## src/disturbance_detector_pkg.sv

```systemverilog
package disturbance_detector_pkg;

   // register byte offsets
   localparam logic [7:0] CTRL_OFFSET     = 8'h00;
   localparam logic [7:0] STATUS_OFFSET   = 8'h04;
   localparam logic [7:0] INT_STAT_OFFSET = 8'h08;
   localparam logic [7:0] INT_MASK_OFFSET = 8'h0C;

   // control field positions
   localparam int CTRL_ENABLE_BIT  = 0;
   localparam int CTRL_LOG_BIT     = 1;
   localparam int CTRL_NC_SEL_BIT  = 2;
   localparam int CTRL_INH_SEL_BIT = 3;
   localparam int CTRL_HOLD_SEL_BIT = 4;
   localparam int CTRL_WIDTH       = 5;
   localparam logic [4:0] CTRL_RESET = 5'h00;

   // status field positions
   localparam int STATUS_SV_BIT    = 0;
   localparam int STATUS_ADAPT_BIT = 1;
   localparam int STATUS_DELTA_BIT = 2;
   localparam int STATUS_THR_LSB   = 8;

   // interrupt event positions
   localparam int INT_SV_RISE_BIT    = 0;
   localparam int INT_ADAPT_RISE_BIT = 1;
   localparam int INT_WIDTH          = 2;
   localparam logic [1:0] INT_RESET  = 2'h0;

   // magnitudes in units of 0.01 pu
   localparam int THR_INITIAL  = 12;
   localparam int THR_MAXIMUM  = 24;
   localparam int THR_STEP     = 2;
   localparam int DELTA_PICKUP = 4;

   // counts in power-system computation cycles
   localparam int STEP_CYCLES    = 8;
   localparam int HISTORY_CYCLES = 4;

   // AHB-Lite encodings
   localparam logic [1:0] HTRANS_NONSEQ = 2'h2;
   localparam logic [2:0] HSIZE_WORD    = 3'h2;

endpackage

```

## src/disturbance_detector.sv

```systemverilog
// The implementer's own choices: the AHB-Lite slave port and the register offsets.
`timescale 1ns/1ps
// Summary of operation
// - Measure zero and negative sequence magnitudes and changes of all three sequences.
// - Currents arrive from the same source the line differential function uses.
// - Adaptive output rises when zero or negative sequence exceeds 0.12 pu.
// - While rising, threshold climbs 0.02 pu every 8 cycles, 0.12 to 0.24 pu.
// - Threshold saturates at 0.24 pu; outputs active while value exceeds threshold.
// - Falling, threshold steps down every 8 cycles; adaptive output stays inactive.
// - During descent supervision stays off while change remains below 0.04 pu.
// - Each delta detector picks up on a 0.04 pu sequence current change.
// - Change equals the absolute difference between present value and value from 4 cycles earlier.
// - Enable gates the whole detector; disabled gives no supervision output.
// - Selected non-current supervision input asserts output without current change.
// - Selected inhibit input blocks zero and negative sequence logic.
// - Selected hold input keeps output active until the input deasserts.
// - Output tells the differential function to resize its operating window.
// - Event logging of detector operations can be disabled separately.
module disturbance_detector #(
   parameter int MAG_W = 16
) (
   // clock and reset
   input  wire logic             hclk,
   input  wire logic             hresetn,
   // AHB-Lite slave
   input  wire logic             hsel,
   input  wire logic [7:0]       haddr,
   input  wire logic [1:0]       htrans,
   input  wire logic             hwrite,
   input  wire logic [2:0]       hsize,
   input  wire logic [31:0]      hwdata,
   input  wire logic             hready,
   output logic      [31:0]      hrdata,
   output logic                  hreadyout,
   output logic                  hresp,
   // sequence magnitudes, one set per computation cycle
   input  wire logic             sample_strobe,
   input  wire logic [MAG_W-1:0] i0_mag,
   input  wire logic [MAG_W-1:0] i1_mag,
   input  wire logic [MAG_W-1:0] i2_mag,
   // supervision operands
   input  wire logic             noncurrent_supervision_input,
   input  wire logic             sequence_logic_inhibit,
   input  wire logic             output_hold_input,
   // results
   output logic                  disturbance_supervision_output,
   output logic                  adaptive_output,
   output logic                  window_resize,
   output logic                  detector_event,
   output logic                  irq
);

   localparam logic [MAG_W-1:0] THR_INIT = MAG_W'(disturbance_detector_pkg::THR_INITIAL);
   localparam logic [MAG_W-1:0] THR_MAX  = MAG_W'(disturbance_detector_pkg::THR_MAXIMUM);
   localparam logic [MAG_W-1:0] THR_STEP = MAG_W'(disturbance_detector_pkg::THR_STEP);
   localparam logic [MAG_W-1:0] DELTA_PU = MAG_W'(disturbance_detector_pkg::DELTA_PICKUP);
   localparam int HIST = disturbance_detector_pkg::HISTORY_CYCLES;
   localparam logic [2:0] STEP_LAST = 3'(disturbance_detector_pkg::STEP_CYCLES - 1);
   localparam logic [2:0] FILL_LAST = 3'(HIST);

   function automatic logic [MAG_W-1:0] abs_diff(input logic [MAG_W-1:0] a,
                                                 input logic [MAG_W-1:0] b);
      abs_diff = (a >= b) ? (a - b) : (b - a);
   endfunction

   // ---------------- register file ----------------
   logic [4:0]  ctrl;
   logic [1:0]  int_stat;
   logic [1:0]  int_mask;
   logic        dp_write;
   logic [7:0]  dp_addr;

   wire addr_ok   = hsel && hready && (htrans == disturbance_detector_pkg::HTRANS_NONSEQ);
   wire wr_ctrl   = dp_write && (dp_addr == disturbance_detector_pkg::CTRL_OFFSET);
   wire wr_istat  = dp_write && (dp_addr == disturbance_detector_pkg::INT_STAT_OFFSET);
   wire wr_imask  = dp_write && (dp_addr == disturbance_detector_pkg::INT_MASK_OFFSET);

   wire enable    = ctrl[disturbance_detector_pkg::CTRL_ENABLE_BIT];
   wire log_en    = ctrl[disturbance_detector_pkg::CTRL_LOG_BIT];
   wire nc_sel    = ctrl[disturbance_detector_pkg::CTRL_NC_SEL_BIT];
   wire inh_sel   = ctrl[disturbance_detector_pkg::CTRL_INH_SEL_BIT];
   wire hold_sel  = ctrl[disturbance_detector_pkg::CTRL_HOLD_SEL_BIT];

   assign hreadyout = 1'b1;
   assign hresp     = 1'b0;

   always_ff @(posedge hclk or negedge hresetn)
   begin
      if (!hresetn)
      begin
         dp_write <= 1'b0;
         dp_addr  <= 8'h00;
      end
      else
      begin
         dp_write <= addr_ok && hwrite && (hsize == disturbance_detector_pkg::HSIZE_WORD);
         dp_addr  <= haddr;
      end
   end

   always_ff @(posedge hclk or negedge hresetn)
   begin
      if (!hresetn)
      begin
         ctrl     <= disturbance_detector_pkg::CTRL_RESET;
         int_mask <= disturbance_detector_pkg::INT_RESET;
      end
      else
      begin
         if (wr_ctrl)
            ctrl <= hwdata[disturbance_detector_pkg::CTRL_WIDTH-1:0];
         if (wr_imask)
            int_mask <= hwdata[disturbance_detector_pkg::INT_WIDTH-1:0];
      end
   end

   // ---------------- measurement history ----------------
   logic [2:0]       fill;
   logic [MAG_W-1:0] present [3];
   logic [MAG_W-1:0] delta [3];

   assign present[0] = i0_mag;
   assign present[1] = i1_mag;
   assign present[2] = i2_mag;

   wire history_full = (fill == FILL_LAST);

   genvar q;
   generate
      for (q = 0; q < 3; q++)
      begin : g_seq
         // one history per sequence, so each array has a single driver
         logic [MAG_W-1:0] hist [HIST];

         always_ff @(posedge hclk or negedge hresetn)
         begin
            if (!hresetn)
            begin
               for (int k = 0; k < HIST; k++)
                  hist[k] <= '0;
            end
            else if (sample_strobe)
            begin
               hist[0] <= present[q];
               for (int k = 1; k < HIST; k++)
                  hist[k] <= hist[k-1];
            end
         end
         assign delta[q] = abs_diff(present[q], hist[HIST-1]);
      end
   endgenerate

   always_ff @(posedge hclk or negedge hresetn)
   begin
      if (!hresetn)
         fill <= 3'h0;
      else if (sample_strobe && !history_full)
         fill <= fill + 3'h1;
   end

   // ---------------- adaptive level detector ----------------
   // open pole gives unbalanced load; block zero and negative sequence then
   wire seq_inhibit = inh_sel && sequence_logic_inhibit;
   wire [MAG_W-1:0] seq_level = seq_inhibit ? '0 :
                                (i0_mag > i2_mag) ? i0_mag : i2_mag;
   logic [MAG_W-1:0] thr;
   logic [2:0]       step_cnt;
   logic             climbing;

   wire above       = seq_level > thr;
   wire can_rise    = thr < THR_MAX;
   wire can_fall    = thr > THR_INIT;
   wire step_due    = (step_cnt == STEP_LAST);

   always_ff @(posedge hclk or negedge hresetn)
   begin
      if (!hresetn)
      begin
         thr      <= THR_INIT;
         step_cnt <= 3'h0;
         climbing <= 1'b1;
      end
      else if (!enable)
      begin
         thr      <= THR_INIT;
         step_cnt <= 3'h0;
         climbing <= 1'b1;
      end
      else if (sample_strobe)
      begin
         climbing <= above;
         // the strobe that turns direction only restarts the count,
         // so a step needs eight further strobes that way
         if (above != climbing)
            step_cnt <= 3'h0;
         else if (above ? can_rise : can_fall)
         begin
            step_cnt <= step_due ? 3'h0 : step_cnt + 3'h1;
            if (step_due && above)
               thr <= thr + THR_STEP;
            else if (step_due)
               thr <= thr - THR_STEP;
         end
         else
            step_cnt <= 3'h0;
      end
   end

   // ---------------- delta detectors and output ----------------
   wire delta_i0  = !seq_inhibit && (delta[0] >= DELTA_PU);
   wire delta_i1  = delta[1] >= DELTA_PU;
   wire delta_i2  = !seq_inhibit && (delta[2] >= DELTA_PU);
   wire delta_any = history_full && (delta_i0 || delta_i1 || delta_i2);
   wire nc_active = nc_sel && noncurrent_supervision_input;
   wire hold_act  = hold_sel && output_hold_input;
   // descending threshold gives above=0, so only a delta or the selected non-current input can raise the output
   wire raw_sv    = above || delta_any || nc_active;
   wire next_sv   = !enable ? 1'b0 :
                    sample_strobe ? (raw_sv || (disturbance_supervision_output && hold_act)) :
                    disturbance_supervision_output;
   wire next_adapt = enable && (sample_strobe ? above : adaptive_output);
   logic sv_prev;
   logic adapt_prev;

   always_ff @(posedge hclk or negedge hresetn)
   begin
      if (!hresetn)
      begin
         disturbance_supervision_output <= 1'b0;
         adaptive_output                <= 1'b0;
         sv_prev                        <= 1'b0;
         adapt_prev                     <= 1'b0;
      end
      else
      begin
         disturbance_supervision_output <= next_sv;
         adaptive_output                <= next_adapt;
         sv_prev                        <= disturbance_supervision_output;
         adapt_prev                     <= adaptive_output;
      end
   end

   wire sv_rise    = disturbance_supervision_output && !sv_prev;
   wire adapt_rise = adaptive_output && !adapt_prev;
   assign window_resize = sv_rise;
   // a busy system would flood the event store, so logging has its own switch
   assign detector_event = sv_rise && log_en;

   // ---------------- interrupt status ----------------
   wire [1:0] int_set = {adapt_rise, sv_rise} & {2{log_en}};
   wire [1:0] int_clr = wr_istat ? hwdata[disturbance_detector_pkg::INT_WIDTH-1:0] : 2'h0;
   // a new event wins over a clear written in the same cycle

   always_ff @(posedge hclk or negedge hresetn)
   begin
      if (!hresetn)
         int_stat <= disturbance_detector_pkg::INT_RESET;
      else
         int_stat <= (int_stat & ~int_clr) | int_set;
   end

   assign irq = |(int_stat & int_mask);

   // ---------------- read data ----------------
   wire [31:0] status_word = (32'(thr) << disturbance_detector_pkg::STATUS_THR_LSB)
                           | (32'(delta_any) << disturbance_detector_pkg::STATUS_DELTA_BIT)
                           | (32'(adaptive_output) << disturbance_detector_pkg::STATUS_ADAPT_BIT)
                           | (32'(disturbance_supervision_output)
                              << disturbance_detector_pkg::STATUS_SV_BIT);
   wire        rd_ctrl   = haddr == disturbance_detector_pkg::CTRL_OFFSET;
   wire        rd_status = haddr == disturbance_detector_pkg::STATUS_OFFSET;
   wire        rd_istat  = haddr == disturbance_detector_pkg::INT_STAT_OFFSET;
   wire        rd_imask  = haddr == disturbance_detector_pkg::INT_MASK_OFFSET;
   wire [31:0] rd_word   = rd_ctrl   ? 32'(ctrl) :
                           rd_status ? status_word :
                           rd_istat  ? 32'(int_stat) :
                           rd_imask  ? 32'(int_mask) : 32'h0000_0000;

   always_ff @(posedge hclk or negedge hresetn)
   begin
      if (!hresetn)
         hrdata <= 32'h0000_0000;
      else if (addr_ok && !hwrite)
         hrdata <= rd_word;
   end
endmodule

```

## config.mk

```make
export PLATFORM = sky130hd
export DESIGN_NAME = disturbance_detector
export DESIGN_NICKNAME = d
export VERILOG_FILES = /design/src/disturbance_detector_pkg.sv /design/src/disturbance_detector.sv
export SDC_FILE = /design/constraint.sdc
export NUM_CORES = 1
export LEC_CHECK = 0
export BUFFER_PORTS_ARGS = -buffer_cell sky130_fd_sc_hd__buf_2
export CAP_MARGIN = 20
export CELL_PAD_IN_SITES_DETAIL_PLACEMENT = 1
export CELL_PAD_IN_SITES_GLOBAL_PLACEMENT = 2
export CORE_ASPECT_RATIO = 1.2
export CORE_MARGIN = 1.5
export CORE_UTILIZATION = 39
export CTS_CLUSTER_SIZE = 25
export DETAILED_ROUTE_END_ITERATION = 8
export GPL_TIMING_DRIVEN = 1
export PLACE_DENSITY = 0.8
export SLEW_MARGIN = 20
export SYNTH_ARGS = -nofsm -noshare
export SYNTH_HDL_FRONTEND = slang
export SYNTH_SLANG_ARGS = --single-unit
```

## constraint.sdc

```tcl
create_clock -name hclk -period 6.98 [get_ports hclk]
set_input_delay 1.396 -clock hclk [delete_from_list [all_inputs] [get_ports hclk]]
set_output_delay 1.396 -clock hclk [all_outputs]
set_load 0.005 [all_outputs]
```

==> results of run 1 <==
-- stage by stage --
| step | util, % | cell area [um2] | power [uW] | worst slack (ns) |
|---|---|---|---|---|
| 2_1_floorplan | - | 16200 | 2860 | -0.0384 |
| 3_3_place_gp | 43.4 | 17700 | 3250 | -0.434 |
| 3_5_place_dp | 43.4 | 17700 | 3300 | -0.628 |
| 4_1_cts | 46.0 | 18800 | 5010 | 0.0206 |
| 5_1_grt | 46.2 | 18800 | 5250 | -0.203 |
| 6_report | 46.2 | 18800 | 4950 | 0.0874 |
-- flip-flops by register name (all words and copies together) (netlist names) --
name,flops
g_seq.hist,192
step_cnt,3
fill,3
dp_addr,8
sv_prev,1
int_stat,2
int_mask,2
thr,15
climbing,1
adaptive_output,1
adapt_prev,1
ctrl,5
hrdata,21
disturbance_supervision_output,1
dp_write,1
-- final cells by class --
class | instances | area (um2) | share of cell area [%]
Clock inverter | 18 | 219 | 1.16
Inverter | 139 | 524 | 2.79
Tap cell | 539 | 674 | 3.58
Sequential cell | 257 | 6430 | 34.2
Multi-Input combinational cell | 1178 | 8930 | 47.5
Timing Repair Buffer | 189 | 1210 | 6.41
Clock buffer | 38 | 832 | 4.42
-- synth_stat cells, drive strengths merged, types with 10 or more instances --
master / count
inv: 139
a21o: 29
xnor2: 29
nand2b: 10
nand3: 22
dfrtp: 254
nor2b: 38
xor2: 11
o211ai: 16
o21a: 15
ha: 142
nor3: 20
nand4: 16
nand2: 124
nor2: 103
and2: 12
a21oi: 104
o21ai: 145
buf: 36
mux2i: 24
a211oi: 15
mux2: 157
clkbuf: 46
a31oi: 13
-- cells by family after synthesis --
| group | Yosys count | synth area share (%) |
|---|---|---|
| xor gates and xnor gates | 40 | 2.17 |
| buffers and inverters | 221 | 5.67 |
| DFF | 257 | 39.9 |
| muxes | 183 | 12.8 |
| AOI/OAI and AO/OA | 411 | 16.0 |
| adders and majority gates | 149 | 11.9 |
| other | 2 | 0.0466 |
| and+or+nand+nor | 382 | 11.5 |
-- per-layer routing --
layer,up-vias,GRT usage [%],part of all wire [%]
met2,157,38.7,52
li1,6034,-,-
met3,56,2.22,2.8
met4,2,5.50,2.3
met1,6245,24.7,43
met5,-,0,0.030
-- power by group --
part | internal, uW | leakage [uW] | switching [uW]
logic | 632 | 0.00516 | 854
clock network | 996 | 0.000518 | 679
registers | 1680 | 0.00312 | 107
-- path summary, 6_finish.rpt --
kind / startpoint / end / slack [ns]
worst max-delay path: i2_mag[9] / thr[15]$_DFFE_PN0P_ / 0.09
worst min register to register: adapt_prev$_DFF_PN0_ / int_stat[1]$_DFF_PN0_ / 0.43
worst min-delay path: adapt_prev$_DFF_PN0_ / int_stat[1]$_DFF_PN0_ / 0.43
min in group asynchronous: hresetn / g_seq[2].hist[24]$_DFFE_PN0P_ / 0.85
worst max register to register: ctrl[3]$_DFFE_PN0P_ / thr[15]$_DFFE_PN0P_ / 1.83
max in group asynchronous: hresetn / g_seq[2].hist[28]$_DFFE_PN0P_ / 4.56
-- timing repair --
action                                  CTS  global route
resized for setup                         3            15
endpoints found under the setup margin    1             4
buffers inserted                          0             2
pin swaps                                 1            14
==> out/qor.log, run 1 <==
INFO  drt            drc=0
INFO  logic_synthesis yosysWarningCount=0
INFO  layout         layout-area-overhead-vs-synth=16.8%
INFO  flow_run       max-cap-violations=0
INFO  sta            fmax=0.145GHz
INFO  sta            timing_hold_violations_final=0
INFO  clock_network  clock_transition_time_at_the_flip_flop_clock_pins_of_the_worst_setup_and_hold_paths=0.06ns
INFO  drt            vias=12494
INFO  clock_network  tritoncts_num_sinks=257
INFO  run_status     status=finished clean
INFO  logic_synthesis synth_area_leaders=sky130_fd_sc_hd__dfrtp_1 39%, sky130_fd_sc_hd__ha_1 11%, sky130_fd_sc_hd__mux2_2 11%
INFO  clock_network  cts_tree=yes
INFO  drt            drt_iter0_drc=454
INFO  logic_synthesis ff_latch_count_synth=257
INFO  layout         diodes=0
INFO  drt            via_per_inst=5.30
INFO  logic_synthesis post_synth_edffs=0
INFO  critical_path  critical-path-max-stage-delay=0.37ns
INFO  grt            antenna_found_initial=1
INFO  floorplan      die_height=226um
INFO  critical_path  worst_path_dominant_cell_family=compound AO/OA/AOI/OAI gates
INFO  clock_network  clock-root-buffer=sky130_fd_sc_hd__clkbuf_16
INFO  critical_path  path_common_cell=sky130_fd_sc_hd__a21o_1
INFO  critical_path  crit_cells=35
INFO  drt            wirelength=43200um
INFO  sta            finish_stage_setup_viols=0
INFO  sta            timing.final.crit_period=6.89ns
INFO  placed_design  place.detailed.instances=2300
INFO  worst_hold_path hold_path.class=reg -> reg
INFO  critical_path  timing.critical_path.to_type=flop
INFO  drt            final_antenna_net_count=0
INFO  drt            detail_route.first_pass.iterations=4
INFO  sta            setup_total_negative_slack=0ns
INFO  layout         layout.cells.most_common_list=254 x sky130_fd_sc_hd__dfrtp_1, 155 x sky130_fd_sc_hd__mux2_2, 140 x sky130_fd_sc_hd__ha_1, 136 x sky130_fd_sc_hd__inv_1, 135 x sky130_fd_sc_hd__o21ai_0
INFO  pwr            power_density=263nW/um2
INFO  sta            worst-slew-pin-transition=1.03ns
INFO  critical_path  start_kind=primary input
INFO  drt            routedWlPerCell=18.3um
INFO  layout         post_route_cells_drive_above_1_share=24.6%
INFO  logic_synthesis sequential_area_share_after_synthesis=39.9%
INFO  clock_network  clk_latency=0.59ns
INFO  critical_path  timing.critical_path.required=7.44ns
INFO  logic_synthesis syn_inst=1645
INFO  layout         fillers=4668
INFO  critical_path  critical_path_arrival=7.35ns
INFO  clock_network  max-clock-path-buffers=3
INFO  sta            final_count_of_pins_violating_max_slew=0
INFO  clock_network  htreeDepth=1
INFO  clock_network  cts-buffers-inserted=30
INFO  floorplan      std_cell_rows=81
INFO  layout         mostFrequentLayoutCell=sky130_fd_sc_hd__dfrtp_1
INFO  logic_synthesis mappedNetlistArea=16100um2
INFO  placed_design  gp_congestion=0.882
INFO  logic_synthesis synthDominantCellAreaShare=39.4%
INFO  floorplan      floorplan.initialDensity=39.5%
INFO  pwr            power.static_leakage=0.00880uW
INFO  layout         finalNonFillerCells=2358
INFO  grt            grt_pass1_wl=70600um
INFO  critical_path  criticalPathCategory=in -> reg
INFO  logic_synthesis ys_dominant_reg_cell=sky130_fd_sc_hd__dfrtp_1
INFO  logic_synthesis synthArstFlopShare=100%
INFO  layout         nets=2046
INFO  grt            grt_max_degree=120
INFO  clock_network  cts-hold-fix-buffers=0
INFO  logic_synthesis synthesized_area_per_cell=9.80um2
INFO  floorplan      die_area=42500um2
INFO  placed_design  place_hpwl=33000um
INFO  logic_synthesis distinct_cell_type_count_after_synthesis=81
INFO  placed_design  port_buffers=100
INFO  sta            max_slew_margin=31.2%
INFO  grt            grt_overflow=0
INFO  sta            final_min_period_over_clock_period=98.7%
INFO  critical_path  r2r.worst_path.cells=25
INFO  critical_path  timing.critical_path.buf_inv=4
INFO  worst_hold_path hold-path-cell-count=1
INFO  logic_synthesis yosysTopAreaCell=sky130_fd_sc_hd__dfrtp_1
INFO  sta            final.setup_skew=0.0233ns
INFO  grt            grt_util_all_layers=20.6%
INFO  critical_path  critical_path_peak_fanout=21
INFO  pwr            power.ir.vdd_worst=186uV
INFO  floorplan      die_width=189um
INFO  sta            rsz_0062_raised_after_global_routing=true
INFO  floorplan      core_region_area=40700um2
INFO  floorplan      number_of_top_level_pins=141
INFO  sta            fin_hold_ws=0.435ns
INFO  grt            grt_pass1_vias=13403
INFO  critical_path  cpMaxStageDelayCell=sky130_fd_sc_hd__fa_2
Note: power is estimated with default switching activity, not from simulation.
==> run 2, diff against run 1 <==
Settings changed: RECOVER_POWER set to 50.
==> run 2 against run 1 <==
Compared with the run above: hold slack barely moved; die area did not move; the run now ends with max-capacitance violations, max-slew violations left; core utilization is 0.074 points lower; non-clock buffer count unchanged; sequential share of layout area up 0.055 points; routed wire length hardly changed; fmax about the same; critical path type unchanged; clock power about the same; clock skew about the same; final cell count unchanged.
==> out/qor.log, run 2 (synthesized netlist as in run 1, its figures left out) <==
INFO  clock_network  clock_transition_time_at_the_flip_flop_clock_pins_of_the_worst_setup_and_hold_paths=0.06ns [about the same]
INFO  placed_design  gp_congestion=0.882 [unchanged]
INFO  grt            grt_overflow=0 [unchanged]
INFO  drt            drt_iter0_drc=472 [+4.0%]
INFO  layout         largestRegisters=g_seq.hist (192), hrdata (21), thr (15)
INFO  placed_design  place.detailed.instances=2300 [unchanged]
INFO  worst_hold_path min-delay-start=adapt_prev$_DFF_PN0_
INFO  sta            fmax=0.145GHz [about the same]
INFO  run_status     status=finished with violations
INFO  clock_network  htreeDepth=1 [unchanged]
INFO  critical_path  critical-path-max-stage-delay=0.37ns [about the same]
INFO  grt            grt_pass1_wl=70600um [unchanged]
INFO  placed_design  place_hpwl=33000um [unchanged]
INFO  grt            grt_pass1_vias=13403 [unchanged]
INFO  layout         diodes=0 [unchanged]
INFO  critical_path  crit_end=thr[15]$_DFFE_PN0P_
INFO  grt            grt_util_all_layers=20.6% [unchanged]
INFO  layout         final_cell_area=18800um2 [-0.16%]
INFO  drt            maxUsedRoutingLayer=met5
INFO  floorplan      floorplan.initialDensity=39.5% [unchanged]
INFO  layout         layout-area-overhead-vs-synth=16.6%
INFO  critical_path  worst_path_dominant_cell_family=compound AO/OA/AOI/OAI gates
INFO  layout         fillers=4674 [+0.13%]
INFO  layout         mostFrequentLayoutCell=sky130_fd_sc_hd__dfrtp_1
INFO  pwr            power_density=263nW/um2 [+0.12%]
INFO  clock_network  cts_tree=yes
INFO  layout         nets=2046 [unchanged]
INFO  drt            drc=0 [unchanged]
INFO  floorplan      core_region_area=40700um2 [unchanged]
INFO  drt            routedWlPerCell=18.3um [about the same]
INFO  critical_path  critical_path_peak_fanout=21 [unchanged]
INFO  critical_path  critical_path.reg2reg.endpoint=thr[15]$_DFFE_PN0P_
INFO  floorplan      die_area=42500um2 [unchanged]
INFO  critical_path  timing.rr.start=ctrl[3]$_DFFE_PN0P_
INFO  clock_network  cts-buffers-inserted=30 [unchanged]
INFO  floorplan      die_width=189um [unchanged]
INFO  critical_path  path_common_cell=sky130_fd_sc_hd__a21o_1
INFO  sta            timing_hold_violations_final=0 [unchanged]
INFO  grt            antenna_found_initial=1 [unchanged]
INFO  floorplan      std_cell_rows=81 [unchanged]
INFO  layout         largest_register=g_seq.hist
INFO  layout         flip_flop_count_of_the_largest_register_after_layout=192 [unchanged]
INFO  critical_path  critical_path_arrival=7.35ns [about the same]
INFO  critical_path  timing.critical_path.to_type=flop
INFO  sta            final.setup_skew=0.0231ns [-0.000187 ns]
INFO  layout         layout.cells.most_common_list=254 x sky130_fd_sc_hd__dfrtp_1, 155 x sky130_fd_sc_hd__mux2_2, 140 x sky130_fd_sc_hd__ha_1, 136 x sky130_fd_sc_hd__inv_1, 135 x sky130_fd_sc_hd__o21ai_0
INFO  critical_path  crit_cells=35 [unchanged]
INFO  sta            rsz_0062_raised_after_global_routing=true
INFO  clock_network  clock-root-buffer=sky130_fd_sc_hd__clkbuf_16
INFO  clock_network  max-clock-path-buffers=3 [unchanged]
INFO  drt            met1_length=18400um [-0.19%]
INFO  critical_path  setup.reg_to_reg.worst_slack=1.84ns [about the same]
INFO  drt            detailroute.wirelength.met3=1210um [about the same]
INFO  critical_path  r2r.worst_path.cells=25 [unchanged]
INFO  critical_path  start_kind=primary input
INFO  clock_network  clk_latency=0.59ns [about the same]
INFO  drt            vias=12491 [-0.024%]
INFO  sta            timing.final.crit_period=6.89ns [-0.000568 ns]
INFO  drt            wirelength=43200um [about the same]
INFO  sta            max_slew_margin=-107% [-140 points]
INFO  pwr            power=4950uW [about the same]
INFO  layout         finalNonFillerCells=2358 [unchanged]
INFO  grt            grt_max_degree=120 [unchanged]
INFO  sta            final_min_period_over_clock_period=98.7% [about the same]
INFO  clock_network  cts-hold-fix-buffers=0 [unchanged]
INFO  pwr            power.ir.vdd_worst=186uV [about the same]
INFO  drt            detail_route.first_pass.iterations=6 [+2]
INFO  drt            detailroute.wirelength.met2=22500um [-0.13%]
INFO  drt            via_per_inst=5.30 [about the same]
INFO  sta            worst-slew-pin-transition=3.11ns [+2.08 ns]
INFO  placed_design  post_dp_cell_area=17700um2 [unchanged]
INFO  floorplan      number_of_top_level_pins=141 [unchanged]
INFO  layout         post_route_cells_drive_above_1_share=23.8% [-0.82 points]
INFO  critical_path  timing.critical_path.buf_inv=4 [unchanged]
INFO  sta            final_count_of_pins_violating_max_slew=194 [+194]
INFO  critical_path  cpMaxStageDelayCell=sky130_fd_sc_hd__fa_2
INFO  pwr            power.static_leakage=0.00874uW [-0.68%]
INFO  critical_path  criticalPathCategory=in -> reg
INFO  worst_hold_path hold_path.class=reg -> reg
INFO  flow_run       max-cap-violations=2 [+2]
INFO  sta            finish_stage_setup_viols=0 [unchanged]
INFO  critical_path  timing.critical_path.required=7.44ns [about the same]
INFO  placed_design  port_buffers=100 [unchanged]
INFO  clock_network  tritoncts_num_sinks=257 [unchanged]
INFO  drt            final_antenna_net_count=0 [unchanged]
INFO  critical_path  worst_setup_path_startpoint=i2_mag[9]
INFO  run_status     failed_checks=max-capacitance violations, max-slew violations
INFO  floorplan      die_height=226um [unchanged]
run 2: power by group:
| part | switching (uW) | internal [uW] | total (uW) |
|---|---|---|---|
| Sequential | 107 | 1680 | 1790 |
| Combinational | 854 | 631 | 1480 |
| Clock | 679 | 996 | 1670 |
| Total | 1640 | 3310 | 4950 |
run 2: layout make-up:
class	count	area, um2	share of cell area, %
flip-flops and latches	257	6430	34.2
clock inverters	18	219	1.17
repair buffers	189	1180	6.26
inverters	139	524	2.79
clock buffers	38	832	4.43
well taps	539	674	3.59
multi-input cells	1178	8930	47.5
run 2: worst min-delay path by stage:
stage,cells after the start,endpoint
global route,1,int_stat[1]$_DFF_PN0_
CTS,1,int_stat[1]$_DFF_PN0_
finish,1,int_stat[1]$_DFF_PN0_
global placement,1,int_stat[1]$_DFF_PN0_
detailed placement,1,int_stat[1]$_DFF_PN0_
floorplan,1,int_stat[1]$_DFF_PN0_
run 2: metrics by stage:
| stage | TNS, ns | utilization, % | hold slack (ns) | setup slack [ns] |
|---|---|---|---|---|
| detailed placement | -1.95 | 43.4 | 0.443 | -0.628 |
| finish | 0 | 46.1 | 0.435 | 0.0879 |
| CTS | 0 | 46.0 | 0.445 | 0.0206 |
| floorplan | -0.0384 | - | 0.410 | -0.0384 |
| global placement | -0.987 | 43.4 | 0.421 | -0.434 |
| global route | -0.388 | 46.1 | 0.466 | -0.203 |
run 2: what timing repair did:
item,in CTS,in global routing
gates resized for setup,3,15
endpoints found under the setup margin,1,4
pin swaps,1,14
setup buffers,0,2
run 2: layer usage:
layer | track usage [%] | vias to the layer above
met1 | 24.7 | 6244
met5 | 0 | -
met2 | 38.7 | 154
met4 | 5.50 | 2
li1 | - | 6033
met3 | 2.22 | 58
==> run 3, diff against run 2 <==
Settings changed: CELL_PAD_IN_SITES_GLOBAL_PLACEMENT 2 to 1, CORE_ASPECT_RATIO 1.2 to 0.5, CORE_UTILIZATION 39 to 43, PLACE_DENSITY 0.8 to 0.76.
Clock period 6.98 ns to 6.2 ns, I/O delays scaled along.
==> run 3 against run 2 <==
Compared with the run above: non-clock buffer count rose by 28; largest power group unchanged; combinational power rose by 14%; critical path type unchanged; first-iteration DRC count rose by 60%; the run ends with max-capacitance violations, max-slew violations, negative setup slack left; routed wire length rose by 3.1%; cell area rose by 1.8%; critical path depth rose by 4; sequential share of layout area fell by 0.60 points; power rose by 11%; final cell count fell by 1.4%; sequential power rose by 13%; via count rose by 1.8%; register-to-register slack got worse by 1.1 ns.
==> out/qor.log, run 3 (synthesized netlist as in run 1, its figures left out) <==
INFO  floorplan      number_of_top_level_pins=141 [unchanged]
INFO  critical_path  worst_path_dominant_cell_family=compound AO/OA/AOI/OAI gates
INFO  drt            detail_route.first_pass.iterations=5 [-1]
INFO  layout         finalNonFillerCells=2325 [-1.4%]
INFO  layout         nets=2071 [+1.2%]
INFO  sta            fin_hold_ws=0.440ns [+0.00522 ns]
INFO  layout         largest_register=g_seq.hist
INFO  grt            antenna_found_initial=0 [-1]
INFO  floorplan      die_area=38700um2 [-9.0%]
INFO  critical_path  critical_path_peak_fanout=6 [-71%]
INFO  drt            final_antenna_net_count=0 [unchanged]
INFO  floorplan      floorplan.initialDensity=44.2% [+4.7 points]
INFO  layout         sequential_cell_area=6430um2 [unchanged]
INFO  sta            final_count_of_pins_violating_max_slew=193 [-0.52%]
INFO  sta            setup_total_negative_slack=-2.27ns [-2.27 ns]
INFO  drt            met1_length=20500um [+11%]
INFO  clock_network  tritoncts_num_sinks=257 [unchanged]
INFO  critical_path  timing.critical_path.buf_inv=9 [+5]
INFO  drt            vias=12718 [+1.8%]
INFO  layout         fillers=4107 [-12%]
INFO  critical_path  critical-path-max-stage-delay=0.39ns [+0.02 ns]
INFO  clock_network  cts-buffers-inserted=26 [-13%]
INFO  placed_design  dp_worst_setup_slack=-1.10ns [-0.469 ns]
INFO  sta            rsz_0062_raised_after_global_routing=true
INFO  layout         multi_input_comb_area=9110um2 [+2.0%]
INFO  drt            detailroute.wirelength.met3=1610um [+34%]
INFO  sta            final_min_period_over_clock_period=109%
INFO  worst_hold_path hold_path.class=reg -> reg
INFO  floorplan      die_height=140um [-38%]
INFO  placed_design  port_buffers=100 [unchanged]
INFO  drt            detailroute.wirelength.met2=21000um [-6.6%]
INFO  drt            via_per_inst=5.47 [+3.3%]
INFO  critical_path  cpMaxStageDelayCell=sky130_fd_sc_hd__fa_2
INFO  drt            routedWlPerCell=19.2um [+4.6%]
INFO  placed_design  gp_congestion=0.870 [-1.4%]
INFO  sta            postLayoutSetupSlackWorst=-0.589ns [-0.677 ns]
INFO  layout         largestRegisters=g_seq.hist (192), hrdata (21), thr (15)
INFO  clock_network  clock-root-buffer=sky130_fd_sc_hd__clkbuf_16
INFO  layout         post_route_cells_drive_above_1_share=26.5% [+2.7 points]
INFO  pwr            power.static_leakage=0.00893uW [+2.1%]
INFO  clock_network  clock_transition_time_at_the_flip_flop_clock_pins_of_the_worst_setup_and_hold_paths=0.07ns [about the same]
INFO  layout         layout-area-overhead-vs-synth=18.7%
INFO  grt            grt_pass1_vias=13615 [+1.6%]
INFO  layout         layout.cells.most_common_list=254 x sky130_fd_sc_hd__dfrtp_1, 155 x sky130_fd_sc_hd__mux2_2, 136 x sky130_fd_sc_hd__ha_1, 133 x sky130_fd_sc_hd__inv_1, 133 x sky130_fd_sc_hd__o21ai_0
INFO  pwr            power=5500uW [+11%]
INFO  critical_path  start_kind=primary input
INFO  placed_design  place.detailed.instances=2246 [-2.3%]
INFO  drt            drt_iter0_drc=754 [+60%]
INFO  sta            worst-slew-pin-transition=2.66ns [-0.452 ns]
INFO  run_status     status=finished with violations
INFO  grt            grt_overflow=0 [unchanged]
INFO  sta            timing.final.crit_period=6.79ns
INFO  clock_network  cts_tree=yes
INFO  sta            timing_hold_violations_final=0 [unchanged]
INFO  sta            max_slew_margin=-77.1% [+30 points]
INFO  floorplan      std_cell_rows=49 [-40%]
INFO  pwr            power_density=287nW/um2 [+9.1%]
INFO  critical_path  critical_path_arrival=7.26ns [-0.09 ns]
INFO  critical_path  criticalPathCategory=in -> reg
INFO  drt            maxUsedRoutingLayer=met4
INFO  floorplan      core_region_area=36400um2 [-11%]
INFO  layout         mostFrequentLayoutCell=sky130_fd_sc_hd__dfrtp_1
INFO  sta            final.setup_skew=0.0128ns [-0.0103 ns]
INFO  placed_design  place_hpwl=31500um [-4.5%]
INFO  clock_network  htreeDepth=1 [unchanged]
INFO  critical_path  path_common_cell=sky130_fd_sc_hd__buf_6
INFO  clock_network  cts-hold-fix-buffers=0 [unchanged]
INFO  sta            fmax=0.147GHz
INFO  flow_run       max-cap-violations=2 [unchanged]
INFO  critical_path  timing.critical_path.required=6.67ns [-0.77 ns]
INFO  grt            grt_util_all_layers=23.2% [+2.6 points]
INFO  clock_network  clk_latency=0.56ns [-0.03 ns]
INFO  layout         flip_flop_count_of_the_largest_register_after_layout=192 [unchanged]
INFO  drt            drc=0 [unchanged]
INFO  pwr            power.ir.vdd_worst=232uV [+25%]
INFO  grt            grt_pass1_wl=72900um [+3.2%]
INFO  grt            grt_max_degree=145 [+21%]
INFO  critical_path  timing.critical_path.to_type=flop
INFO  clock_network  max-clock-path-buffers=3 [unchanged]
INFO  run_status     failed_checks=max-capacitance violations, max-slew violations, negative setup slack
INFO  drt            wirelength=44600um [+3.1%]
INFO  sta            finish_stage_setup_viols=7 [+7]
INFO  floorplan      die_width=277um [+47%]
-- run 3: repair_timing --
item	in CTS	in global routing
gates resized for setup	49	20
gates cloned	2	0
pin swaps	45	19
endpoints found under the setup margin	8	9
buffers inserted	25	15
-- run 3: stage by stage --
| step | utilization, % | cell area (um2) |
|---|---|---|
| 3_5_place_dp | 48.5 | 17700 |
| 6_report | 52.5 | 19100 |
| 4_1_cts | 52.2 | 19000 |
| 3_3_place_gp | 48.5 | 17700 |
| 5_1_grt | 52.5 | 19100 |
| 2_1_floorplan | - | 16300 |
-- run 3: path summary, 6_finish.rpt --
kind                                       from                       endpoint  slack [ns]  cells after the start
max reg2reg                 ctrl[3]$_DFFE_PN0P_            thr[13]$_DFFE_PN0P_        0.78                     29
min                        adapt_prev$_DFF_PN0_          int_stat[1]$_DFF_PN0_        0.44                      1
max                                   i2_mag[1]            thr[13]$_DFFE_PN0P_       -0.59                     39
min reg2reg                adapt_prev$_DFF_PN0_          int_stat[1]$_DFF_PN0_        0.44                      1
min in group asynchronous               hresetn            thr[14]$_DFFE_PN0P_        1.51                      1
max in group asynchronous               hresetn  g_seq[2].hist[14]$_DFFE_PN0P_        1.43                      2
-- run 3: power breakdown --
part	internal [uW]	total, uW	switching, uW
clock	1070	1780	715
sequential	1900	2020	125
combinational	728	1690	962
-- run 3: cell type report --
| type | count | area share, % |
|---|---|---|
| Sequential cell | 257 | 33.6 |
| Tap cell | 484 | 3.17 |
| Inverter | 139 | 2.84 |
| Clock inverter | 13 | 1.12 |
| Timing Repair Buffer | 217 | 7.65 |
| Clock buffer | 35 | 3.95 |
| Antenna cell | 1 | 0.0131 |
| Multi-Input combinational cell | 1179 | 47.6 |
-- run 3: layer usage --
metal | track usage (%) | up-vias
met5 | 0 | -
met4 | 6.94 | 0
met3 | 3.44 | 88
met2 | 39.0 | 198
met1 | 31.1 | 6334
li1 | - | 6098
